`src/hw/cis_defs.vh`:
```
/*
  Shared constants for the core interrupt status/enable block: register offsets,
  bit positions, reset values and vector addresses.
  Assumes a 32-bit classic Wishbone bus with byte addresses.
*/
`ifndef CIS_DEFS_VH
`define CIS_DEFS_VH

// ==========================================================================
// register offsets (byte addresses)
`define CIS_OFF_STATUS_CONTROL 4'h0
`define CIS_OFF_EVT_STATUS 4'h4
`define CIS_OFF_EVT_ENABLE 4'h8
`define CIS_OFF_EVT_CLEAR 4'hC

// ==========================================================================
// core_irq_status_control fields
`define CIS_BIT_PERIPH_FLAG 7
`define CIS_BIT_TCLK_FLAG 6
`define CIS_BIT_TZERO_FLAG 5
`define CIS_BIT_EXT_FLAG 4
`define CIS_BIT_PERIPH_GATE 3
`define CIS_BIT_TCLK_GATE 2
`define CIS_BIT_TZERO_GATE 1
`define CIS_BIT_EXT_GATE 0
`define CIS_RESET_CTRL 8'h00

// ==========================================================================
// vector addresses
`define CIS_VEC_RESET 8'h00
`define CIS_VEC_EXT 8'h08
`define CIS_VEC_TZERO 8'h10
`define CIS_VEC_TCLK 8'h18
`define CIS_VEC_PERIPH 8'h20

// ==========================================================================
// event status bits
`define CIS_EVT_TCLK 0
`define CIS_EVT_TZERO 1
`define CIS_EVT_EXT 2
`define CIS_EVT_HAZARD 3
`define CIS_EVT_W 4

`endif

```
`src/hw/cis_core_irq.v`:
```
/*
  Core interrupt status/enable register with source flags, gates, vector
  request and a small event-interrupt bank, reached over classic Wishbone.
  Assumes pins arrive asynchronously, timer overflow and peripheral flags
  come from logic on clk_i, and the core sequencer pulses vec_taken_i.
*/
// Notes on behaviour
// - Bit 7 reads the OR over peripheral sources of each flag ANDed with its enable.
// - Bit 6 sets when the selected edge appears on the timer clock pin.
// - Bit 6 clears when the core vectors to address 18h.
// - Bit 5 sets whenever timer zero overflows.
// - Bit 5 clears when the core vectors to address 10h.
// - Bit 4 sets when the selected edge appears on the external interrupt pin.
// - Bit 4 clears when the core vectors to address 08h.
// - Bit 3 gates all peripheral requests.
// - Bit 2 gates the timer clock pin edge request.
// - Bit 1 gates the timer zero overflow request.
// - Bit 0 gates the external pin edge request.
// - Bit 7 is pure combinational reduction with no storage of its own.
// - Flags set on their condition regardless of enables or the global disable.
// - A flag set in the cycle its enable is cleared, with interrupts on, vectors to 00h.
`include "cis_defs.vh"
`default_nettype none

module cis_core_irq #(
  parameter NUM_PERIPH = 8
) (
  input wire clk_i,
  input wire rst_i,
  input wire wb_cyc_i,
  input wire wb_stb_i,
  input wire wb_we_i,
  input wire [3:0] wb_adr_i,
  input wire [3:0] wb_sel_i,
  input wire [31:0] wb_dat_i,
  output reg [31:0] wb_dat_o,
  output reg wb_ack_o,
  input wire timer_clock_input_pin_i,
  input wire external_irq_pin_i,
  input wire tclk_rising_sel_i,
  input wire ext_rising_sel_i,
  input wire timer_zero_ovf_i,
  input wire [NUM_PERIPH-1:0] periph_flag_register_i,
  input wire [NUM_PERIPH-1:0] periph_enable_i,
  input wire global_irq_disable_i,
  input wire vec_taken_i,
  input wire [7:0] vec_addr_i,
  output reg vec_req_o,
  output reg [7:0] vec_addr_o,
  output reg [7:0] status_control_o,
  output reg irq_o
);

  // ==========================================================================
  // pin synchronisers and edge detection
  reg [1:0] tclk_sync_reg;
  reg [1:0] ext_sync_reg;
  reg tclk_prev_reg;
  reg ext_prev_reg;
  reg [1:0] arm_cnt_reg;
  wire edge_arm;
  wire tclk_edge;
  wire ext_edge;

  // the flops restart at 0 whatever the pin idles at; edges stay masked
  // until the chain and the history flop both hold real pin levels
  assign edge_arm = (arm_cnt_reg == 2'h3);

  always @(posedge clk_i) begin
    if (rst_i) begin
      tclk_sync_reg <= 2'h0;
      ext_sync_reg <= 2'h0;
      tclk_prev_reg <= 1'b0;
      ext_prev_reg <= 1'b0;
      arm_cnt_reg <= 2'h0;
    end else begin
      if (!edge_arm) begin
        arm_cnt_reg <= arm_cnt_reg + 2'h1;
      end
      tclk_sync_reg <= {tclk_sync_reg[0], timer_clock_input_pin_i};
      ext_sync_reg <= {ext_sync_reg[0], external_irq_pin_i};
      tclk_prev_reg <= tclk_sync_reg[1];
      ext_prev_reg <= ext_sync_reg[1];
    end
  end

  // polarity select: 1 = rising, 0 = falling
  assign tclk_edge = edge_arm & (tclk_rising_sel_i ? (tclk_sync_reg[1] & ~tclk_prev_reg) :
                     (~tclk_sync_reg[1] & tclk_prev_reg));
  assign ext_edge = edge_arm & (ext_rising_sel_i ? (ext_sync_reg[1] & ~ext_prev_reg) :
                    (~ext_sync_reg[1] & ext_prev_reg));

  // ==========================================================================
  // flags and gates
  reg tclk_pin_edge_flag_reg;
  reg timer_zero_ovf_flag_reg;
  reg ext_pin_edge_flag_reg;
  reg [3:0] gate_reg;
  reg [3:0] gate_next;
  wire periph_pending_flag;
  wire bus_wr;
  wire bus_rd;
  wire wr_ctrl;
  wire clr_tclk;
  wire clr_tzero;
  wire clr_ext;

  assign bus_wr = wb_cyc_i & wb_stb_i & wb_we_i & ~wb_ack_o;
  assign bus_rd = wb_cyc_i & wb_stb_i & ~wb_we_i & ~wb_ack_o;
  assign wr_ctrl = bus_wr & wb_sel_i[0] & (wb_adr_i == `CIS_OFF_STATUS_CONTROL);

  // combinational reduction only, nothing stored
  assign periph_pending_flag = |(periph_flag_register_i & periph_enable_i);

  assign clr_tclk = vec_taken_i & (vec_addr_i == `CIS_VEC_TCLK);
  assign clr_tzero = vec_taken_i & (vec_addr_i == `CIS_VEC_TZERO);
  assign clr_ext = vec_taken_i & (vec_addr_i == `CIS_VEC_EXT);

  always @* begin
    gate_next = gate_reg;
    if (wr_ctrl) begin
      gate_next = wb_dat_i[3:0];
    end
  end

  // set wins over both vector clear and software write of zero
  always @(posedge clk_i) begin
    if (rst_i) begin
      tclk_pin_edge_flag_reg <= 1'b0;
      timer_zero_ovf_flag_reg <= 1'b0;
      ext_pin_edge_flag_reg <= 1'b0;
      gate_reg <= 4'h0;
    end else begin
      gate_reg <= gate_next;
      if (tclk_edge) begin
        tclk_pin_edge_flag_reg <= 1'b1;
      end else if (clr_tclk) begin
        tclk_pin_edge_flag_reg <= 1'b0;
      end else if (wr_ctrl) begin
        tclk_pin_edge_flag_reg <= wb_dat_i[`CIS_BIT_TCLK_FLAG];
      end
      if (timer_zero_ovf_i) begin
        timer_zero_ovf_flag_reg <= 1'b1;
      end else if (clr_tzero) begin
        timer_zero_ovf_flag_reg <= 1'b0;
      end else if (wr_ctrl) begin
        timer_zero_ovf_flag_reg <= wb_dat_i[`CIS_BIT_TZERO_FLAG];
      end
      if (ext_edge) begin
        ext_pin_edge_flag_reg <= 1'b1;
      end else if (clr_ext) begin
        ext_pin_edge_flag_reg <= 1'b0;
      end else if (wr_ctrl) begin
        ext_pin_edge_flag_reg <= wb_dat_i[`CIS_BIT_EXT_FLAG];
      end
    end
  end

  wire [7:0] ctrl_word;
  assign ctrl_word = {periph_pending_flag, tclk_pin_edge_flag_reg, timer_zero_ovf_flag_reg,
                      ext_pin_edge_flag_reg, gate_reg};

  // ==========================================================================
  // vector request with priority ext > tzero > tclk > periph
  wire req_ext;
  wire req_tzero;
  wire req_tclk;
  wire req_periph;
  wire hazard;
  reg [7:0] vec_next;
  reg req_next;

  assign req_ext = ext_pin_edge_flag_reg & gate_reg[`CIS_BIT_EXT_GATE];
  assign req_tzero = timer_zero_ovf_flag_reg & gate_reg[`CIS_BIT_TZERO_GATE];
  assign req_tclk = tclk_pin_edge_flag_reg & gate_reg[`CIS_BIT_TCLK_GATE];
  assign req_periph = periph_pending_flag & gate_reg[`CIS_BIT_PERIPH_GATE];

  // enable dropped while its flag is being set with interrupts on; the
  // sequencer may also have latched the old enable, so reset vector is the safe answer
  assign hazard = ~global_irq_disable_i & wr_ctrl & (
    (gate_reg[`CIS_BIT_EXT_GATE] & ~wb_dat_i[`CIS_BIT_EXT_GATE] & ext_edge) |
    (gate_reg[`CIS_BIT_TZERO_GATE] & ~wb_dat_i[`CIS_BIT_TZERO_GATE] & timer_zero_ovf_i) |
    (gate_reg[`CIS_BIT_TCLK_GATE] & ~wb_dat_i[`CIS_BIT_TCLK_GATE] & tclk_edge) |
    (gate_reg[`CIS_BIT_PERIPH_GATE] & ~wb_dat_i[`CIS_BIT_PERIPH_GATE] &
     periph_pending_flag));

  always @* begin
    req_next = 1'b0;
    vec_next = `CIS_VEC_RESET;
    if (hazard) begin
      req_next = 1'b1;
      vec_next = `CIS_VEC_RESET;
    end else if (!global_irq_disable_i) begin
      if (req_ext) begin
        req_next = 1'b1;
        vec_next = `CIS_VEC_EXT;
      end else if (req_tzero) begin
        req_next = 1'b1;
        vec_next = `CIS_VEC_TZERO;
      end else if (req_tclk) begin
        req_next = 1'b1;
        vec_next = `CIS_VEC_TCLK;
      end else if (req_periph) begin
        req_next = 1'b1;
        vec_next = `CIS_VEC_PERIPH;
      end
    end
  end

  // ==========================================================================
  // event status, enable and clear
  reg [`CIS_EVT_W-1:0] evt_status_reg;
  reg [`CIS_EVT_W-1:0] evt_enable_reg;
  wire [`CIS_EVT_W-1:0] evt_set;
  wire [`CIS_EVT_W-1:0] evt_clr;

  assign evt_set = {hazard, ext_edge, timer_zero_ovf_i, tclk_edge};
  assign evt_clr = (bus_wr & wb_sel_i[0] & (wb_adr_i == `CIS_OFF_EVT_CLEAR)) ?
                   wb_dat_i[`CIS_EVT_W-1:0] : {`CIS_EVT_W{1'b0}};

  always @(posedge clk_i) begin
    if (rst_i) begin
      evt_status_reg <= {`CIS_EVT_W{1'b0}};
      evt_enable_reg <= {`CIS_EVT_W{1'b0}};
    end else begin
      evt_status_reg <= (evt_status_reg & ~evt_clr) | evt_set;
      if (bus_wr & wb_sel_i[0] & (wb_adr_i == `CIS_OFF_EVT_ENABLE)) begin
        evt_enable_reg <= wb_dat_i[`CIS_EVT_W-1:0];
      end
    end
  end

  // ==========================================================================
  // bus read mux and registered outputs
  reg [31:0] rd_next;

  always @* begin
    rd_next = 32'h0000_0000;
    case (wb_adr_i)
      `CIS_OFF_STATUS_CONTROL: rd_next = {24'h000000, ctrl_word};
      `CIS_OFF_EVT_STATUS: rd_next = {28'h0000000, evt_status_reg};
      `CIS_OFF_EVT_ENABLE: rd_next = {28'h0000000, evt_enable_reg};
      default: rd_next = 32'h0000_0000;
    endcase
  end

  always @(posedge clk_i) begin
    if (rst_i) begin
      wb_ack_o <= 1'b0;
      wb_dat_o <= 32'h0000_0000;
      vec_req_o <= 1'b0;
      vec_addr_o <= `CIS_VEC_RESET;
      status_control_o <= `CIS_RESET_CTRL;
      irq_o <= 1'b0;
    end else begin
      wb_ack_o <= bus_wr | bus_rd;
      wb_dat_o <= bus_rd ? rd_next : 32'h0000_0000;
      vec_req_o <= req_next;
      vec_addr_o <= vec_next;
      status_control_o <= ctrl_word;
      irq_o <= |(evt_status_reg & evt_enable_reg);
    end
  end

endmodule

`default_nettype wire

```
`config.mk`:
```
export PLATFORM = sky130hd
export DESIGN_NAME = cis_core_irq
export DESIGN_NICKNAME = d
export VERILOG_FILES = /design/src/hw/cis_core_irq.v
export VERILOG_INCLUDE_DIRS = /design/src /design/src/hw
export SDC_FILE = /design/constraint.sdc
export NUM_CORES = 1
export LEC_CHECK = 0
export ABC_AREA = 1
export BUFFER_PORTS_ARGS = -buffer_cell sky130_fd_sc_hd__buf_4
export CAP_MARGIN = 20
export CORE_UTILIZATION = 35
export CTS_CLUSTER_DIAMETER = 40
export CTS_CLUSTER_SIZE = 12
export DETAILED_ROUTE_END_ITERATION = 8
export GPL_TIMING_DRIVEN = 0
export MAX_ROUTING_LAYER = met4
export PLACE_DENSITY = 0.75
export RECOVER_POWER = 25
export SLEW_MARGIN = 15
export SYNTH_ARGS = -nofsm -noshare
export SYNTH_HDL_FRONTEND = slang
export SYNTH_SLANG_ARGS = --single-unit
```
`constraint.sdc`:
```
create_clock -name clk_i -period 2.8 [get_ports clk_i]
set_input_delay 0.28 -clock clk_i [delete_from_list [all_inputs] [get_ports clk_i]]
set_output_delay 0.28 -clock clk_i [all_outputs]
set_load 0.05 [all_outputs]
```
* After elaboration in Yosys (flattened, before gate mapping)
Cells that the tools add are included.
** Cells by class
- Bitwise logic cells :: 53
- Multiplexer cells :: 23
- Equality and inequality tests :: 7
- Add/subtract/negate cells :: 1
- Reduce and logical (&&, ||, !) cells :: 10
** Operators by type and width (count)
- 1-bit AND :: 32
- 8-bit case mux with 3 select lines :: 1
- 1-bit 2-to-1 mux :: 17
- 8-bit by 5-bit equality test with 1-bit output, second input constant :: 2
- 1-bit NOT :: 12
- 5-bit 2-to-1 mux :: 2
- 3-bit nonzero test :: 3
- 4-bit AND :: 2
- 8-bit AND :: 1
- 4-bit equality test, second input constant :: 2
- 8-bit by 4-bit equality test with 1-bit output, second input constant :: 1
- 4-bit 2-to-1 mux :: 2
- 4-bit OR reduction :: 2
- 8-bit OR reduction :: 1
- 6-bit 2-to-1 mux :: 1
- 6-bit OR reduction :: 1
- 4-bit by 3-bit equality test with 1-bit output, second input constant :: 1
- 4-bit zero test :: 1
- 4-bit NOT :: 1
- 1-bit bitwise OR :: 4
- 4-bit bitwise OR :: 1
- 3-bit OR reduction :: 1
- 2-bit by 1-bit adder with 2-bit output, second input constant :: 1
- 2-bit equality test, second input constant :: 1
- 2-bit OR reduction :: 1
** Word-level totals
- Input port bits :: 76
- Register bits :: 72
- Logic and storage cells :: 113
- Output and inout port bits :: 51

* Longest topological paths before layout
- Depth in word-level cells :: 10
- Mapped depth :: 9
- Mapped depth without buffers :: 9

* Worst setup path after synthesis
No wires, ideal clock.
- Path type :: register to register
- From :: reg wb_ack_o
- To :: reg ext_pin_edge_flag_reg
- Arrival time :: 1.249 ns
- Required time :: 2.666 ns
- Stages on the path, launching flop included :: 6
- Clock period less this slack :: 1.383 ns
- Path buffers :: 1
- Path slack :: 1.417 ns
- Path through :: dfxtp_1 -> nor3_4 -> nand2_4 -> buf_6 -> o211ai_1 -> a21oi_1
** On the way
- Longest elaborated chain between the ends :: 5
** RTL lines
- start: declaration :: RTL line cis_core_irq.v:37 : output reg wb_ack_o,
- start signal: assignment :: RTL line cis_core_irq.v:256 : wb_ack_o <= bus_wr | bus_rd;
- 1-bit NOT :: RTL line cis_core_irq.v:108 : assign bus_wr = wb_cyc_i & wb_stb_i & wb_we_i & ~wb_ack_o;
- 1-bit AND :: RTL line cis_core_irq.v:108
- 1-bit AND (2 in series) :: RTL line cis_core_irq.v:110 : assign wr_ctrl = bus_wr & wb_sel_i[0] & (wb_adr_i == `CIS_OFF_STATUS_CONTROL);
- 3-bit nonzero test (no source line)
- end signal: assignment :: RTL line cis_core_irq.v:154 : ext_pin_edge_flag_reg <= wb_dat_i[`CIS_BIT_EXT_FLAG];
- end: declaration :: RTL line cis_core_irq.v:97 : reg ext_pin_edge_flag_reg;
Every way passes these cells.
A chain may end at the register's enable or synchronous reset.

* Worst setup path in the final report
- From :: reg arm_cnt_reg[0]
- To :: reg vec_addr_o[3]
** On the way
- Longest elaborated chain between the ends :: 8
** RTL lines
- start: declaration :: RTL line cis_core_irq.v:60 : reg [1:0] arm_cnt_reg;
- start signal: assignment :: RTL line cis_core_irq.v:78 : arm_cnt_reg <= arm_cnt_reg + 2'h1;
- 2-bit equality test * :: RTL line cis_core_irq.v:67 : assign edge_arm = (arm_cnt_reg == 2'h3);
- 1-bit AND :: RTL line cis_core_irq.v:90 : assign ext_edge = edge_arm & (ext_rising_sel_i ? (ext_sync_reg[1] & ~ext_prev_reg) :
- 1-bit AND :: RTL line cis_core_irq.v:181 : (gate_reg[`CIS_BIT_EXT_GATE] & ~wb_dat_i[`CIS_BIT_EXT_GATE] & ext_edge) |
- 1-bit bitwise OR :: RTL line cis_core_irq.v:181
- 1-bit bitwise OR * (2 in series) :: RTL line cis_core_irq.v:181
- 1-bit AND * :: RTL line cis_core_irq.v:180 : assign hazard = ~global_irq_disable_i & wr_ctrl & (
- 3-bit OR reduction (no source line) *
- end signal: assignment :: RTL line cis_core_irq.v:252 : vec_addr_o <= `CIS_VEC_RESET;
- end signal: assignment :: RTL line cis_core_irq.v:259 : vec_addr_o <= vec_next;
- end: declaration :: RTL line cis_core_irq.v:49 : output reg [7:0] vec_addr_o,
Every way passes the cells marked *; elsewhere a longest branch is shown, timed or not.

==> impl_metrics.ini <==
[pwr]
clkPwrFrac_pct = 32.5
power_frac_comb_pct = 19.4
netSwitchingFraction_pct = 29.16
seq_power_share_pct = 48.1
power.leakage_uw = 0.001491
p_sw_uw = 407.8
peakVddDrop_v = 0.0001991
power.density_nw_per_um2 = 485.1
p_int_uw = 990.5

[global_route]
grt_usage_pct = 15.90
overflow = 0
grt_pass1_wl_mm = 7.445
grt_max_degree = 15
antenna_found_initial = 0
grt_pass1_vias = 1770

[yosys]
yosysSeqAreaShare_pct = 43.45
syn-cell-area_um2 = 2073
syn_avg_cell_area_um2 = 7.594
yosys.cell_types.count = 32
synthCells = 273
yosysWarningCount = 0
ys_ff_latch = 45

[sta]
maxSlewHeadroom_pct = 64.82
max_clock_freq_mhz = 721.3
skew_ns = 0.01137
post-route-min-period_ns = 1.386
finalHoldViolations = 0
finalSetupTns_ns = 0
worst-slew-pin-transition_ns = 0.5277
finalCritPeriodShare_pct = 49.52
finalSetupViolations = 0
slew_viol_final = 0
rsz0062_at_grt = no
fin_ws_ns = 1.414

[critical_path]
crit_path_start_kind = flip-flop
arrival_ns = 1.59
crit_type = flip-flop to flip-flop
r2r_cells = 7
critical_path_peak_fanout = 7
required_ns = 3.00
end_kind = flip-flop

[die]
core_um2 = 5608
ioPinCount = 127
initial_core_util_pct = 36.97
fp.dieArea_um2 = 6235
chipWidth_um = 78.97
rows = 27
die_y_um = 78.97

[final_layout]
n_antenna_cell = 0
fillCellCount = 552
reg.largest.list = status_control_o x8, wb_dat_o x8
drive_above_1_share_pct = 31.30
nets = 453
area_growth_pct = 39.05
final_cells = 449

[run_status]
status = finished, final reports clean

[place]
dp_cells = 441
place_congestion = 0.8327
dp_hpwl_mm = 3.655
place_ws_ns = 1.415
port_buffers = 68

[clock_network]
cts_made_buffers = 5
clk_path_buf_depth = 2
cts_setup_buffers = 0
clk_latency_ns = 0.31
cts-root-buf = clkbuf_8
hold_buffers = 0
cts.htree.levels = 2
path_clk_slew_ns = 0.09
cts.sinks = 45
cts_tree = done
cts_resized = 0

[drt]
dr.pass1.iters = 4
ant_nets = 0
via_per_inst = 4.285
dr_total_vias = 1924
drtIter0Drc = 106
drc = 0
wl_per_cell_um = 10.24
drt_wl_total_mm = 4.597

[hold_path]
worstHoldPathType = input pin to flip-flop
min_delay_path_depth = 3

[job]
max_cap_viol_count = 0
## cell families (layout without fill, tap and decap cells)
kind of cell | Yosys count | after routing | share of synthesized area, %
fa+ha+maj | 1 | 1 | 0.6034
simple gates | 113 | 113 | 25.53
flops | 45 | 45 | 43.45
compound gates | 37 | 37 | 10.44
xor+xnor | 1 | 1 | 0.4225
buf+inv | 75 | 151 | 19.37
other cells | 1 | 29 | 0.1809
## power by group through the flow
stage	Clock, uW	Sequential (uW)	Combinational [uW]
after floorplan	0	698	184
after detailed placement	0	688	271
final	454	673	271
after CTS	461	673	272
after global placement	0	687	267
after global routing	485	676	294
## synthesized netlist by cell type (all sizes together)
cell	n	share of area (%)
a41oi	1	0.42
a32oi	1	0.42
o21ai	12	2.9
nand3	11	3.5
inv	39	7.1
nor4	1	0.30
nor3	5	1.8
xor2	1	0.42
buf	32	12
a21oi	15	3.8
dfxtp	45	43
nand2	54	10
nand3b	1	0.36
ha	1	0.60
or2	4	1.2
o211ai	6	2.2
conb	1	0.18
nor2	31	6.3
clkinv	1	0.24
nand4	6	1.8
o21bai	2	0.72
clkbuf	3	0.54
## metrics by stage
step / area [um2] / hold WS (ns) / util [%] / power (uW)
finish: 2883 / 0.1668 / 51.41 / 1398
global route: 2883 / 0.1752 / 51.41 / 1455
CTS: 2884 / 0.1667 / 51.43 / 1406
detailed placement: 2779 / 0.3938 / 49.55 / 958.9
global placement: 2779 / 0.3912 / 49.55 / 953.6
floorplan: 2178 / 0.3870 / - / 882.0
## path summary, 6_finish.rpt
kind	from	end	slack, ns
setup reg to reg	arm_cnt_reg[0]$_SDFFE_PP0N_	vec_addr_o[3]$_SDFF_PP0_	1.41
hold / removal	external_irq_pin_i	ext_sync_reg[0]$_SDFF_PP0_	0.17
setup / recovery	arm_cnt_reg[0]$_SDFFE_PP0N_	vec_addr_o[3]$_SDFF_PP0_	1.41
hold reg to reg	ext_sync_reg[0]$_SDFF_PP0_	ext_sync_reg[1]$_SDFF_PP0_	0.40
## per-layer routing
| metal | global-route usage, % | routed length (um) | vias to the layer above |
|---|---|---|---|
| met1 | 16.69 | 1801 | 827 |
| li1 | - | - | 1004 |
| met3 | 5.287 | 470 | 8 |
| met5 | - | 0 | - |
| met2 | 26.64 | 2232 | 85 |
| met4 | 8.000 | 92 | 0 |
## final cells by class
cell class | instances | area [um2] | area share [%]
inverters | 40 | 151.4 | 5.252
well taps | 72 | 90.09 | 3.125
multi-input cells | 181 | 875.8 | 30.38
clock inverters | 1 | 8.758 | 0.3038
flip-flops and latches | 45 | 900.9 | 31.25
repair buffers | 68 | 510.5 | 17.71
plain buffers | 35 | 249.0 | 8.637
clock buffers | 7 | 96.34 | 3.342
## cells in the final DEF, fill, tap and decap left out, types with 2 or more instances in the layout
cell / synthesis / routed
nor2_4: 2 / 2
conb_1: 1 / 29
o211ai_1: 6 / 6
o21bai_1: 2 / 2
a21oi_1: 14 / 14
nand4_1: 6 / 6
clkbuf_8: 0 / 7
inv_1: 39 / 39
o21ai_0: 12 / 12
nor2_1: 29 / 29
or2_0: 2 / 2
clkbuf_1: 3 / 4
dfxtp_1: 45 / 45
nand3_1: 9 / 9
nand2_1: 52 / 52
buf_4: 29 / 97
nor3_1: 4 / 4
or2_2: 2 / 2
## critical path: stages, from the launching register on
cell      delay (ns)
dfxtp_1         0.36
ha_1            0.15
clkbuf_1        0.26
nand4_1         0.17
nand4_1         0.15
nand2_1         0.06
nand2_1         0.10
nor2_1          0.05
No activity file was read; power rests on OpenSTA's default activity.
